$ cat src/hw/pwr_pkg.sv
package pwr_pkg;
   localparam logic [7:0] CMD_PARTIAL = 8'hD3;
   localparam logic [7:0] CMD_IDLE = 8'hD4;
   localparam logic [7:0] CMD_NV_DATA = 8'hE0;
   localparam logic [7:0] CMD_NV_CTRL = 8'hE1;
   localparam logic [7:0] CMD_NV_STAT = 8'hE2;
   localparam logic [7:0] CMD_NV_KEY = 8'hE3;
   localparam logic [15:0] KEY_UNLOCK = 16'hAA55;
   localparam logic [15:0] KEY_RESET = 16'h0000;
   localparam logic [2:0] AMP_RESET = 3'h1;
   localparam logic [2:0] DIV_RESET = 3'h2;
   localparam logic [2:0] AMP_HALT = 3'h0;
   localparam logic [2:0] DIV_HALT = 3'h7;
   localparam logic [2:0] P2_INHIBIT = 3'h6;
   localparam logic [7:0] NV_RESET = 8'h00;
   localparam logic [1:0] SEL_RESET = 2'h0;
   localparam logic [1:0] CNT_RESET = 2'h0;
   localparam logic [1:0] CNT_STEP = 2'h1;
   localparam int AMP_LSB = 0;
   localparam int P1_LSB = 0;
   localparam int P2_LSB = 4;
   localparam int ID_EN_BIT = 5;
   localparam int LV_EN_BIT = 4;
   localparam int SEL_LSB = 0;
   localparam int LV_MARK_BIT = 7;
   localparam int LV_LSB = 0;
   localparam logic [1:0] IDX_FIRST = 2'h0;
   localparam logic [1:0] IDX_SECOND = 2'h1;
   localparam logic [1:0] IDX_THIRD = 2'h2;
   localparam logic [9:0] DIV_ONE = 10'h001;
   localparam logic [9:0] DIV_P2_BASE = 10'h010;

   typedef struct packed {
      logic [2:0] ampCurrent;
      logic [2:0] pump2Divider;
      logic [2:0] pump1Divider;
   } pwr_mode_t;

   typedef struct packed {
      logic identProgramEnable;
      logic levelProgramEnable;
      logic [1:0] identByteSelect;
   } pwr_nvctl_t;

   typedef enum logic [1:0] {
      CM_NONE = 2'b00,
      CM_LEVEL = 2'b01,
      CM_IDENT = 2'b10
   } pwr_prog_t;

   // amplifier ratio in quarters: {gamma, source}
   function automatic logic [5:0] pwr_amp_ratio(input logic [2:0] code);
      case (code)
         3'h1: pwr_amp_ratio = {3'h4, 3'h4};
         3'h2: pwr_amp_ratio = {3'h4, 3'h3};
         3'h3: pwr_amp_ratio = {3'h4, 3'h2};
         3'h4: pwr_amp_ratio = {3'h3, 3'h4};
         3'h5: pwr_amp_ratio = {3'h3, 3'h3};
         3'h6: pwr_amp_ratio = {3'h3, 3'h2};
         3'h7: pwr_amp_ratio = {3'h2, 3'h2};
         default: pwr_amp_ratio = {3'h0, 3'h0};
      endcase
   endfunction : pwr_amp_ratio
endpackage : pwr_pkg

$ cat src/hw/pwr_byte_decoder.sv
`timescale 1ns/100ps
`default_nettype none
module pwr_byte_decoder
   import pwr_pkg::*;
(
   input wire logic clk, // clock
   input wire logic rst, // async reset
   input wire logic dataCommandSelect, // 0 command, 1 parameter
   input wire logic writeStrobe, // write strobe, sampled
   input wire logic readStrobe, // read strobe, high when idle
   input wire logic [7:0] busData, // data bus
   output logic byteValid, // one-cycle pulse per byte
   output logic isParam, // byte is a parameter
   output logic [7:0] byteData, // latched byte
   output logic [7:0] curCommand, // last command
   output logic [1:0] paramIndex // index of this parameter
);
   logic strobe_q;
   logic [1:0] cnt_q;

   always_ff @(posedge clk or posedge rst) begin
      if (rst) begin
         strobe_q <= 1'b1;
      end else begin
         strobe_q <= writeStrobe;
      end
   end

   always_ff @(posedge clk or posedge rst) begin
      if (rst) begin
         byteValid <= 1'b0;
         isParam <= 1'b0;
         byteData <= NV_RESET;
         curCommand <= NV_RESET;
         paramIndex <= IDX_FIRST;
         cnt_q <= IDX_FIRST;
      end else begin
         byteValid <= 1'b0;
         if (writeStrobe && !strobe_q && readStrobe) begin
            byteValid <= 1'b1;
            isParam <= dataCommandSelect;
            byteData <= busData;
            if (!dataCommandSelect) begin
               curCommand <= busData;
               cnt_q <= IDX_FIRST;
            end else begin
               paramIndex <= cnt_q;
               if (cnt_q != IDX_THIRD) begin
                  cnt_q <= cnt_q + CNT_STEP;
               end
            end
         end
      end
   end

   edge_a: assert property (@(posedge clk) disable iff (rst)
      writeStrobe && !strobe_q && readStrobe |=> byteValid)
      else $error("write strobe edge not latched");
endmodule : pwr_byte_decoder
`default_nettype wire

$ cat src/hw/pwr_pump_divider.sv
`timescale 1ns/100ps
`default_nettype none
module pwr_pump_divider
   import pwr_pkg::*;
(
   input wire logic clk, // clock, stands for the oscillator
   input wire logic rst, // async reset
   input wire logic isPump2, // 1 selects pump-2 table
   input wire logic [2:0] code, // divider code
   output logic pumpClock, // divided clock
   output logic halted // pump stopped
);
   logic [9:0] cnt_q;
   logic [9:0] ratio;
   logic stop;

   always_comb begin
      ratio = (isPump2 ? DIV_P2_BASE : DIV_ONE) << code;
      stop = (code == DIV_HALT) || (isPump2 && code == P2_INHIBIT);
   end

   always_ff @(posedge clk or posedge rst) begin
      if (rst) begin
         cnt_q <= 10'h000;
         pumpClock <= 1'b0;
         halted <= 1'b0;
      end else begin
         halted <= stop;
         if (stop) begin
            cnt_q <= 10'h000;
            pumpClock <= 1'b0;
         end else if (cnt_q >= ratio - DIV_ONE) begin
            cnt_q <= 10'h000;
            pumpClock <= 1'b1;
         end else begin
            cnt_q <= cnt_q + DIV_ONE;
            pumpClock <= 1'b0;
         end
      end
   end

   halt_pump_a: assert property (@(posedge clk) disable iff (rst)
      code == DIV_HALT |=> halted && !pumpClock)
      else $error("pump not halted");
endmodule : pwr_pump_divider
`default_nettype wire

$ cat src/hw/pwr_mode_regs.sv
`timescale 1ns/100ps
`default_nettype none
module pwr_mode_regs
   import pwr_pkg::*;
(
   input wire logic clk, // clock
   input wire logic rst, // hardware reset
   input wire logic dataCommandSelect, // 0 command, 1 parameter
   input wire logic writeStrobe, // write strobe
   input wire logic readStrobe, // read strobe
   input wire logic [7:0] busData, // data bus
   input wire logic partialActive, // partial display mode on
   input wire logic idleActive, // idle mode on
   output logic [2:0] ampCurrent, // applied amplifier current code
   output logic [5:0] ampRatio, // gamma and source ratio in quarters
   output logic ampHalt, // amplifier and step-up halted
   output logic pump1Clock, // step-up 1 clock
   output logic pump2Clock, // step-up 2 clock
   output pwr_mode_t partialSetting, // partial-mode fields
   output pwr_mode_t idleSetting, // idle-mode fields
   output logic [7:0] nonvolatileWriteByte, // data to program
   output pwr_nvctl_t nvControl, // programming control
   output logic programPulse, // one-cycle program strobe
   output logic [1:0] programTarget, // 1 level, 2 ident
   output logic [5:0] storedLevelValue, // programmed level
   output logic [1:0] programmedCount, // level program count
   output logic [7:0] readData, // status read byte
   output logic readDataValid // status byte presented
);
   logic byteValid;
   logic isParam;
   logic [7:0] byteData;
   logic [7:0] curCommand;
   logic [1:0] paramIndex;
   logic [15:0] key_q;
   logic [31:0] ident_q;
   logic rdStrobe_q;
   logic [1:0] rdIdx_q;
   pwr_mode_t active;
   pwr_prog_t progMode;
   logic p1Clk;
   logic p2Clk;
   logic p1Halt;
   logic p2Halt;

   pwr_byte_decoder u_dec (
      .clk(clk),
      .rst(rst),
      .dataCommandSelect(dataCommandSelect),
      .writeStrobe(writeStrobe),
      .readStrobe(readStrobe),
      .busData(busData),
      .byteValid(byteValid),
      .isParam(isParam),
      .byteData(byteData),
      .curCommand(curCommand),
      .paramIndex(paramIndex)
   );

   wire logic paramWr = byteValid && isParam;

   always_ff @(posedge clk or posedge rst) begin
      if (rst) begin
         partialSetting <= '{AMP_RESET, DIV_RESET, DIV_RESET};
      end else if (paramWr && curCommand == CMD_PARTIAL) begin
         if (paramIndex == IDX_FIRST) begin
            partialSetting.ampCurrent <= byteData[AMP_LSB +: 3];
         end else if (paramIndex == IDX_SECOND) begin
            partialSetting.pump2Divider <= byteData[P2_LSB +: 3];
            partialSetting.pump1Divider <= byteData[P1_LSB +: 3];
         end
      end
   end

   always_ff @(posedge clk or posedge rst) begin
      if (rst) begin
         idleSetting <= '{AMP_RESET, DIV_RESET, DIV_RESET};
      end else if (paramWr && curCommand == CMD_IDLE) begin
         if (paramIndex == IDX_FIRST) begin
            idleSetting.ampCurrent <= byteData[AMP_LSB +: 3];
         end else if (paramIndex == IDX_SECOND) begin
            idleSetting.pump2Divider <= byteData[P2_LSB +: 3];
            idleSetting.pump1Divider <= byteData[P1_LSB +: 3];
         end
      end
   end

   always_ff @(posedge clk or posedge rst) begin
      if (rst) begin
         nonvolatileWriteByte <= NV_RESET;
      end else if (paramWr && curCommand == CMD_NV_DATA && paramIndex == IDX_FIRST) begin
         nonvolatileWriteByte <= byteData;
      end
   end

   always_ff @(posedge clk or posedge rst) begin
      if (rst) begin
         nvControl <= '{1'b0, 1'b0, SEL_RESET};
      end else if (paramWr && curCommand == CMD_NV_CTRL && paramIndex == IDX_FIRST) begin
         nvControl.identProgramEnable <= byteData[ID_EN_BIT];
         nvControl.levelProgramEnable <= byteData[LV_EN_BIT];
         nvControl.identByteSelect <= byteData[SEL_LSB +: 2];
      end
   end

   always_ff @(posedge clk or posedge rst) begin
      if (rst) begin
         key_q <= KEY_RESET;
      end else if (paramWr && curCommand == CMD_NV_KEY) begin
         if (paramIndex == IDX_FIRST) begin
            key_q[15:8] <= byteData;
         end else if (paramIndex == IDX_SECOND) begin
            key_q[7:0] <= byteData;
         end
      end
   end

   always_comb begin
      case ({nvControl.identProgramEnable, nvControl.levelProgramEnable})
         2'b01: progMode = CM_LEVEL;
         2'b10: progMode = CM_IDENT;
         default: progMode = CM_NONE;
      endcase
   end

   always_ff @(posedge clk or posedge rst) begin
      if (rst) begin
         programPulse <= 1'b0;
         programTarget <= CM_NONE;
      end else begin
         programPulse <= 1'b0;
         if (paramWr && curCommand == CMD_NV_DATA && paramIndex == IDX_FIRST
               && key_q == KEY_UNLOCK && progMode != CM_NONE) begin
            programPulse <= 1'b1;
            programTarget <= progMode;
         end
      end
   end

   always_ff @(posedge clk or posedge rst) begin
      if (rst) begin
         storedLevelValue <= 6'h00;
         programmedCount <= CNT_RESET;
      end else if (programPulse && programTarget == CM_LEVEL) begin
         storedLevelValue <= nonvolatileWriteByte[LV_LSB +: 6];
         programmedCount <= programmedCount + CNT_STEP;
      end
   end

   always_ff @(posedge clk or posedge rst) begin
      if (rst) begin
         ident_q <= 32'h0000_0000;
      end else if (programPulse && programTarget == CM_IDENT) begin
         case (nvControl.identByteSelect)
            2'h0: ident_q[31:24] <= nonvolatileWriteByte;
            2'h1: ident_q[23:16] <= nonvolatileWriteByte;
            2'h2: ident_q[15:8] <= nonvolatileWriteByte;
            default: ident_q[7:0] <= nonvolatileWriteByte;
         endcase
      end
   end

   // status read: dummy, count, level on successive read strobes
   always_ff @(posedge clk or posedge rst) begin
      if (rst) begin
         rdStrobe_q <= 1'b1;
         rdIdx_q <= IDX_FIRST;
         readData <= NV_RESET;
         readDataValid <= 1'b0;
      end else begin
         rdStrobe_q <= readStrobe;
         readDataValid <= 1'b0;
         if (byteValid && !isParam) begin
            rdIdx_q <= IDX_FIRST;
         end else if (readStrobe && !rdStrobe_q && dataCommandSelect
               && curCommand == CMD_NV_STAT) begin
            readDataValid <= 1'b1;
            case (rdIdx_q)
               IDX_SECOND: readData <= {6'h00, programmedCount};
               IDX_THIRD: readData <= {2'h0, storedLevelValue};
               default: readData <= NV_RESET;
            endcase
            if (rdIdx_q != IDX_THIRD) begin
               rdIdx_q <= rdIdx_q + CNT_STEP;
            end
         end
      end
   end

   always_comb begin
      if (partialActive) begin
         active = partialSetting;
      end else if (idleActive) begin
         active = idleSetting;
      end else begin
         active = partialSetting;
      end
   end

   always_ff @(posedge clk or posedge rst) begin
      if (rst) begin
         ampCurrent <= AMP_RESET;
         ampRatio <= 6'h00;
         ampHalt <= 1'b0;
      end else begin
         ampCurrent <= active.ampCurrent;
         ampRatio <= pwr_amp_ratio(active.ampCurrent);
         ampHalt <= active.ampCurrent == AMP_HALT;
      end
   end

   pwr_pump_divider u_p1 (
      .clk(clk),
      .rst(rst),
      .isPump2(1'b0),
      .code(active.pump1Divider),
      .pumpClock(p1Clk),
      .halted(p1Halt)
   );

   pwr_pump_divider u_p2 (
      .clk(clk),
      .rst(rst),
      .isPump2(1'b1),
      .code(active.pump2Divider),
      .pumpClock(p2Clk),
      .halted(p2Halt)
   );

   always_ff @(posedge clk or posedge rst) begin
      if (rst) begin
         pump1Clock <= 1'b0;
         pump2Clock <= 1'b0;
      end else begin
         pump1Clock <= p1Clk && !p1Halt && !ampHalt;
         pump2Clock <= p2Clk && !p2Halt && !ampHalt;
      end
   end

   partial_write_a: assert property (@(posedge clk) disable iff (rst)
      paramWr && curCommand == CMD_PARTIAL && paramIndex == IDX_SECOND
      |=> partialSetting.pump2Divider == $past(byteData[6:4]))
      else $error("partial pump-2 not stored");
   idle_write_a: assert property (@(posedge clk) disable iff (rst)
      paramWr && curCommand == CMD_IDLE && paramIndex == IDX_FIRST
      |=> idleSetting.ampCurrent == $past(byteData[2:0]))
      else $error("idle amp not stored");
   amp_halt_a: assert property (@(posedge clk) disable iff (rst)
      ampHalt |-> ##1 !pump1Clock && !pump2Clock)
      else $error("pump runs while amplifier halted");
   amp_zero_a: assert property (@(posedge clk) disable iff (rst)
      ampCurrent == AMP_HALT |-> ampHalt && ampRatio == 6'h00)
      else $error("amplifier code zero not halted");
   amp_ratio_a: assert property (@(posedge clk) disable iff (rst)
      ampCurrent == 3'h7 |-> ampRatio == 6'h12)
      else $error("half ratio not applied");
   nv_data_a: assert property (@(posedge clk) disable iff (rst)
      paramWr && curCommand == CMD_NV_DATA && paramIndex == IDX_FIRST
      |=> nonvolatileWriteByte == $past(byteData))
      else $error("data byte not stored");
   pulse_once_a: assert property (@(posedge clk) disable iff (rst)
      programPulse |=> !programPulse)
      else $error("program strobe longer than one cycle");
   both_enable_a: assert property (@(posedge clk) disable iff (rst)
      programPulse |-> programTarget != CM_NONE
      && !(nvControl.identProgramEnable && nvControl.levelProgramEnable))
      else $error("programming with bad enables");
   key_lock_a: assert property (@(posedge clk) disable iff (rst)
      key_q != KEY_UNLOCK ##1 key_q == $past(key_q) |-> !programPulse)
      else $error("programmed while locked");
   key_write_a: assert property (@(posedge clk) disable iff (rst)
      paramWr && curCommand == CMD_NV_KEY && paramIndex == IDX_SECOND
      |=> key_q[7:0] == $past(byteData))
      else $error("key low byte not stored");
   count_step_a: assert property (@(posedge clk) disable iff (rst)
      programPulse && programTarget == CM_LEVEL
      |=> programmedCount == $past(programmedCount) + CNT_STEP)
      else $error("count not advanced");
   ctrl_write_a: assert property (@(posedge clk) disable iff (rst)
      paramWr && curCommand == CMD_NV_CTRL && paramIndex == IDX_FIRST
      |=> nvControl.identByteSelect == $past(byteData[1:0]))
      else $error("select not stored");
   ident_sel_a: assert property (@(posedge clk) disable iff (rst)
      programPulse && programTarget == CM_IDENT && nvControl.identByteSelect == IDX_SECOND
      |=> ident_q[23:16] == $past(nonvolatileWriteByte))
      else $error("ident byte not stored");

   level_prog_c: cover property (@(posedge clk) programPulse && programTarget == CM_LEVEL);
   ident_prog_c: cover property (@(posedge clk) programPulse && programTarget == CM_IDENT);
   partial_set_c: cover property (@(posedge clk) paramWr && curCommand == CMD_PARTIAL);
   status_rd_c: cover property (@(posedge clk) readDataValid);
   refused_prog_c: cover property (@(posedge clk)
      paramWr && curCommand == CMD_NV_DATA && progMode == CM_NONE);
endmodule : pwr_mode_regs
`default_nettype wire

$ cat config.mk
export PLATFORM = sky130hd
export DESIGN_NAME = pwr_mode_regs
export DESIGN_NICKNAME = d
export VERILOG_FILES = /design/src/hw/pwr_pkg.sv /design/src/hw/pwr_byte_decoder.sv /design/src/hw/pwr_pump_divider.sv /design/src/hw/pwr_mode_regs.sv
export SDC_FILE = /design/constraint.sdc
export NUM_CORES = 1
export LEC_CHECK = 0
export BUFFER_PORTS_ARGS = -buffer_cell sky130_fd_sc_hd__buf_4
export CAP_MARGIN = 10
export CORE_UTILIZATION = 50
export DETAILED_ROUTE_END_ITERATION = 16
export GPL_ROUTABILITY_DRIVEN = 0
export PLACE_DENSITY = 0.75
export REMOVE_ABC_BUFFERS = 1
export SKIP_LAST_GASP = 1
export SLEW_MARGIN = 30
export SYNTH_ARGS = -nofsm -noshare
export SYNTH_HDL_FRONTEND = slang
export SYNTH_SLANG_ARGS = --single-unit
$ cat constraint.sdc
create_clock -name clk -period 5.95 [get_ports clk]
set_input_delay 1.19 -clock clk [delete_from_list [all_inputs] [get_ports clk]]
set_output_delay 1.19 -clock clk [all_outputs]
set_load 0.01 [all_outputs]
==> summary.txt, run 1 <==
Floorplanning
  • Row count: 38
  • Core ar.: 10,900 um2
  • I/O Pins: 77
  • Die Wd: 108 um
  • Die Footprint: 11,700 um2
  • Die Y: 108 um
  • Starting Density: 51.8%

Setup path
  • Reg2Reg Launch Point: partialSetting[2]
  • CP endpoint kind: flip-flop
  • Critical Path Max Stage Delay: 0.55 ns
  • CP max-delay cell: nand2b_1
  • CP cell instances: buf_4 -> nand2b_1 -> mux2_2 -> nor2_1 -> nand2_1 -> ha_1 -> nand2_1 -> o21ai_0 -> a32oi_1 -> ha_1 -> nand4_1 -> o221ai_1 -> a311o_1 -> nor3_1
  • Kind of critical path: in2reg
  • R2R Path End: u_p1.cnt_q[3]
  • Worst Path Max Fanout: 13
  • Arr. time, crit path: 4.49 ns
  • Reg2Reg Depth: 12
  • Reg2Reg Setup Slack: 2.92 ns
  • Startpoint types: primary input
  • Critical path required time: 6.37 ns

Min path
  • WHS Path Cells: 1
  • Worst Hold Class: reg2reg
  • Hold endpoint: pump1Clock
  • Hold wc startpoint: u_p1.halted

Timing
  • RSZ-0062 raised after global routing: no
  • Slew @ Worst Pin: 0.792 ns
  • Slew Viols, Final: 0
  • Final Hold Fails: 0
  • Rel. slew slack: 47.0%
  • Max Fclk: 246 MHz
  • Setup TNS: 0 ns
  • Tcrit/Tclk final: 68.3%
  • Fin Clk Skew: 0.00679 ns
  • Min cycle time layout: 4.06 ns
  • # setup viols final: 0

Yosys
  • Yosys top cell area share: 52.0%
  • Ranking of synthesized cells by area: dfrtp_1 52%, mux2_2 12%, nand2_1 5.3%, ha_1 5.1%, dfstp_2 4.2%
  • Seq/Total Area, Yosys: 56.2%
  • Mapped Cells: 476
  • Post-synth EDFFs: 0
  • Synth Cell Area: 5640 um2
  • Post-synth ARST share: 100%
  • Synth area leader: dfrtp_1
  • Synthesis warning total: 0
  • Distinct cells, synth: 50
  • Mean area per synthesized cell: 11.8 um2
  • Top-count cell post-synth: dfrtp_1
  • Synth cell count leaders: 117 x dfrtp_1, 80 x nand2_1, 60 x mux2_2
  • Synthesized flop and latch total: 126
  • Ys flop type: dfrtp_1

Power
  • Peak supply drop: 0.179 mV
  • Leakage: 3.54 nW
  • Pwr Density: 318 nW/um2

Clocking
  • Clk buf depth: 2
  • Post-CTS Setup Inserts: 0
  • Hold Buf Count CTS: 0
  • Worst-path clk slew: 0.06 ns
  • Clock tree root buffer cell: clkbuf_8
  • CTS H-tree depth: 4
  • Num CTS Buffers: 17
  • Clock Latency Late Sink: 0.52 ns
  • CTS tree: built
  • Clock sink count: 126
  • Resized Gates After CTS: 0

GRT
  • Total GRT Usage: 23.4%
  • Initial antenna violation count: 0
  • Vias in the first global route: 4,148
  • Gr ovfl total: 0
  • First-pass GRT wire length: 20.7 mm
  • Largest net degree at the start of global routing: 81

Placed design
  • Port-buffer cells: 74
  • Dpl cell area: 6350 um2
  • DP HPWL: 8.60 mm

Layout
  • Antenna cells: 0
  • Design Area, Final: 6970 um2
  • Layout cells sized above 1: 32.3%
  • Area Growth Syn to Fin: 23.6%
  • Nets@finish: 604

Detailed routing
  • Via count: 3,925
  • Vias per inst: 5.46
  • DR iter-0 viols: 155
  • DR DRC count: 0
  • 1st-pass router iterations: 4
  • Post-DR wirelength/cell: 17.1 um
  • Number of antenna-violating nets in the routed design: 0
  • DRT Wirelength: 12.3 mm

Run status
  • Outcome: completed

Run
  • Max Cap Viol: 0
-- logic make-up (layout without fill, tap and decap cells) --
| group | count (synthesis) | count (layout) | synth area share, % |
|---|---|---|---|
| DFF | 126 | 126 | 56.2 |
| muxes | 68 | 68 | 13.4 |
| buffers and inverters | 25 | 126 | 1.86 |
| other | 2 | 4 | 0.133 |
| and+or+nand+nor | 180 | 180 | 16.4 |
| AOI/OAI and AO/OA | 31 | 31 | 3.71 |
| adders and majority gates | 23 | 23 | 5.11 |
| xor gates and xnor gates | 21 | 21 | 3.26 |
-- worst max-delay path: cells and delay by family --
family	cells	cell delay, ns
compound gates	4	0.86
fa+ha+maj	2	0.56
buf+inv	1	0.07
mux	1	0.46
simple gates	6	1.31
-- placed cells by master (no fill, tap or decap), types with 3 or more instances in the layout --
cell type,Yosys,final
o31ai_1,3,3
clkinvlp_4,0,4
buf_4,2,76
a211oi_1,3,3
clkinv_2,0,4
nor3_4,3,3
nor2_1,28,28
nor3b_1,3,3
xnor2_1,13,13
nand2_1,80,80
conb_1,2,4
inv_1,17,16
a21oi_1,8,8
o21ai_0,6,6
mux2_2,60,60
dfstp_2,9,9
nand4_1,5,5
bufinv_16,0,4
xor2_1,8,8
mux2i_1,8,8
clkinv_4,0,3
nand3b_1,4,4
nand2b_1,4,4
nand3_1,18,18
dfrtp_1,117,117
ha_1,23,23
clkbuf_16,0,16
and3_1,5,5
nor3_1,12,12
-- power breakdown --
group	internal, W	switching, W	leakage (nW)	total (W)
logic	0.0000736	0.0000856	1.58	0.000159
clock network	0.000678	0.000384	0.289	0.00106
registers	0.000914	0.0000776	1.67	0.000992
total	0.00167	0.000548	3.54	0.00221
-- worst max-delay path by stage --
stage	startpoint	to	slack [ns]	cells past startpoint
final	partialActive	u_p1.cnt_q[3]	1.89	14
after global routing	partialActive	u_p1.cnt_q[3]	1.59	14
after CTS	partialActive	u_p1.cnt_q[3]	1.89	14
after detailed placement	partialActive	u_p1.cnt_q[7]	1.43	14
after global placement	partialActive	u_p1.pumpClock	1.62	14
after floorplan	rst	ampCurrent[1]	1.42	1
-- per-stage QoR --
step / total power [W] / hold slack (ns) / instances / utilization (%) / setup WS, ns
after floorplan: 0.00110 / 0.382 / 471 / - / 1.42
after global placement: 0.00115 / 0.387 / 687 / 58.4 / 1.62
after detailed placement: 0.00117 / 0.397 / 687 / 58.4 / 1.43
after CTS: 0.00223 / 0.405 / 719 / 64.0 / 1.89
after global routing: 0.00230 / 0.411 / 719 / 64.0 / 1.59
final: 0.00221 / 0.401 / 719 / 64.0 / 1.89
-- layout make-up --
cell class | instances | area (um2)
clock buffer | 17 | 414
clock inverter | 15 | 196
fill | 837 | 3920
inverter | 18 | 72.6
multi-input combinational | 327 | 2370
sequential | 126 | 3160
tap | 140 | 175
timing repair buffer | 76 | 571
-- registers in the layout, summed over array words and instances, names as in the netlist, 2 cells and up --
signal / count
ampCurrent: 3
ampRatio: 6
idleSetting: 9
key_q: 16
nonvolatileWriteByte: 8
nvControl: 4
partialSetting: 9
programTarget: 2
programmedCount: 2
rdIdx_q: 2
readData: 6
storedLevelValue: 6
u_dec.byteData: 8
u_dec.cnt_q: 2
u_dec.curCommand: 8
u_dec.paramIndex: 2
u_p1.cnt_q: 10
u_p2.cnt_q: 10
-- layer usage --
layer | global-route usage, % | vias to the layer above | wire [um]
li1 | - | 1829 | -
met1 | 30.4 | 1996 | 5270
met2 | 38.3 | 85 | 6440
met3 | 5.49 | 15 | 448
met4 | 8.71 | 0 | 172
met5 | 0 | - | 0
Power figures use the tool's default switching activity.
==> run 2: changes to the inputs <==
clock period = 3.9 ns   (was 5.95 ns; I/O delays follow)
==> run 2 against run 1 <==
  * First-iteration DRC count grew 20%
  * Clock power rose by 38%
  * Register-to-register slack got worse by 2.1 ns
  * Wire length fell by 3.8%
  * Critical endpoint is now u_p2.cnt_q[8]
==> summary.txt, run 2 (synthesized netlist as in run 1, its figures left out) <==
Run status
  • Outcome: completed

Timing
  • Fin Clk Skew: 0.00840 ns
  • # setup viols final: 0
  • Final Hold Fails: 0
  • Slew Viols, Final: 0
  • Slew @ Worst Pin: 0.717 ns
  • Max Fclk: 293 MHz
  • Min cycle time layout: 3.41 ns
  • Tcrit/Tclk final: 87.5%
  • Hold WS: 0.369 ns
  • RSZ-0062 raised after global routing: no
  • Rel. slew slack: 52.0%

Min path
  • Hold wc startpoint: writeStrobe
  • Hold endpoint: u_dec.strobe_q
  • WHS Path Cells: 1
  • Worst Hold Class: in2reg

Floorplanning
  • Die Footprint: 11,700 um2
  • Die Y: 108 um
  • I/O Pins: 77
  • Core ar.: 10,900 um2
  • Row count: 38
  • Die Wd: 108 um
  • Starting Density: 51.8%

Power
  • Peak supply drop: 0.222 mV
  • Leakage: 3.53 nW
  • Pwr Density: 464 nW/um2

GRT
  • First-pass GRT wire length: 19.9 mm
  • Gr ovfl total: 0
  • Vias in the first global route: 3,987
  • Initial antenna violation count: 0
  • Total GRT Usage: 22.7%
  • Largest net degree at the start of global routing: 70

Setup path
  • R2R Path End: u_p2.cnt_q[8]
  • Kind of critical path: in2reg
  • Critical path required time: 4.30 ns
  • CP endpoint kind: flip-flop
  • Worst Path Max Fanout: 9
  • Startpoint types: primary input
  • Arr. time, crit path: 3.81 ns
  • Reg2Reg Setup Slack: 0.80 ns
  • Reg2Reg Depth: 12
  • Reg2Reg Launch Point: partialSetting[5]

Clocking
  • Clock Latency Late Sink: 0.53 ns
  • CTS H-tree depth: 4
  • Resized Gates After CTS: 0
  • Clock tree root buffer cell: clkbuf_8
  • Clock sink count: 126
  • Post-CTS Setup Inserts: 0
  • Num CTS Buffers: 17
  • Worst-path clk slew: 0.06 ns
  • Hold Buf Count CTS: 0
  • CTS tree: built
  • Clk buf depth: 2

Layout
  • Layout cells sized above 1: 31.8%
  • Commonest non-fill, non-tap cell in the layout: dfrtp_1
  • Regs by FF count: key_q: 16 flops, u_p1.cnt_q: 10 flops, u_p2.cnt_q: 10 flops
  • Area Growth Syn to Fin: 22.9%
  • Nets@finish: 606
  • Post-layout util: 63.6%
  • Antenna cells: 0
  • Reg with most FFs: key_q
  • Max FFs per register: 16
  • Commonest cells after routing, fill and taps aside: 117 x dfrtp_1, 80 x nand2_1, 77 x buf_4

Detailed routing
  • 1st-pass router iterations: 4
  • Number of antenna-violating nets in the routed design: 0
  • Post-DR wirelength/cell: 16.5 um
  • Vias per inst: 5.38
  • Via count: 3,882
  • DRT Wirelength: 11.9 mm
  • DR iter-0 viols: 186
  • DR DRC count: 0

Placed design
  • Port-buffer cells: 74
  • DP HPWL: 8.40 mm

Run
  • Max Cap Viol: 0
## run 2: changes by cell type in the layout (fill, tap and decap cells not counted), sizes merged
| cell | before | now |
|---|---|---|
| clkinv | 8 | 6 |
| clkbuf | 17 | 25 |
| bufinv | 4 | 1 |
| clkinvlp | 4 | 1 |
| buf | 76 | 78 |
## run 2: worst max-delay path by stage
stage	slack, ns	endpoint	from	cells after the start
after CTS	0.52	u_p2.cnt_q[8]	partialActive	15
after detailed placement	0.06	u_p2.cnt_q[3]	partialActive	15
final	0.49	u_p2.cnt_q[8]	partialActive	15
after global routing	0.26	u_p2.cnt_q[8]	partialActive	15
after floorplan	-0.22	ampCurrent[1]	rst	1
after global placement	0.25	u_p1.pumpClock	partialActive	14
## run 2: power by group
part | internal, W | switching (W)
logic | 0.000116 | 0.000133
registers | 0.00140 | 0.000114
clock network | 0.000907 | 0.000549
total | 0.00242 | 0.000797
## run 2: per-stage QoR
stage	instances	setup WS (ns)	total power (W)	instance area, um2	setup TNS [ns]
floorplan	471	-0.221	0.00168	5610	-25.86
global placement	689	0.248	0.00176	6380	0
detailed placement	689	0.0569	0.00178	6380	0
CTS	721	0.519	0.00324	6930	0
global route	721	0.255	0.00334	6930	0
finish	721	0.486	0.00321	6930	0
## run 2: final cells by class
class                   count  area [um2]
clock buffers              25         484
clock inverters             7        62.6
fillers                   836        3960
inverters                  18        70.1
multi-input cells         327        2370
flip-flops and latches    126        3160
well taps                 140         175
repair buffers             78         598
## run 2: metal layers
layer	vias up	routed length [um]	track usage (%)
met5	-	0	0
met3	25	367	5.61
li1	1827	-	-
met1	1964	5300	29.0
met4	0	200	9.20
met2	66	5990	36.9
## run 2: critical path, stage by stage
cell,delay (ns)
buf_4,0.07
nand2b_1,0.29
buf_4,0.20
mux2i_1,0.41
nand3_1,0.22
ha_1,0.28
inv_1,0.09
nand2_1,0.05
o21ai_0,0.16
a21oi_1,0.09
ha_1,0.32
nand4_1,0.09
o311a_1,0.40
nand2_1,0.25
nor2_1,0.09
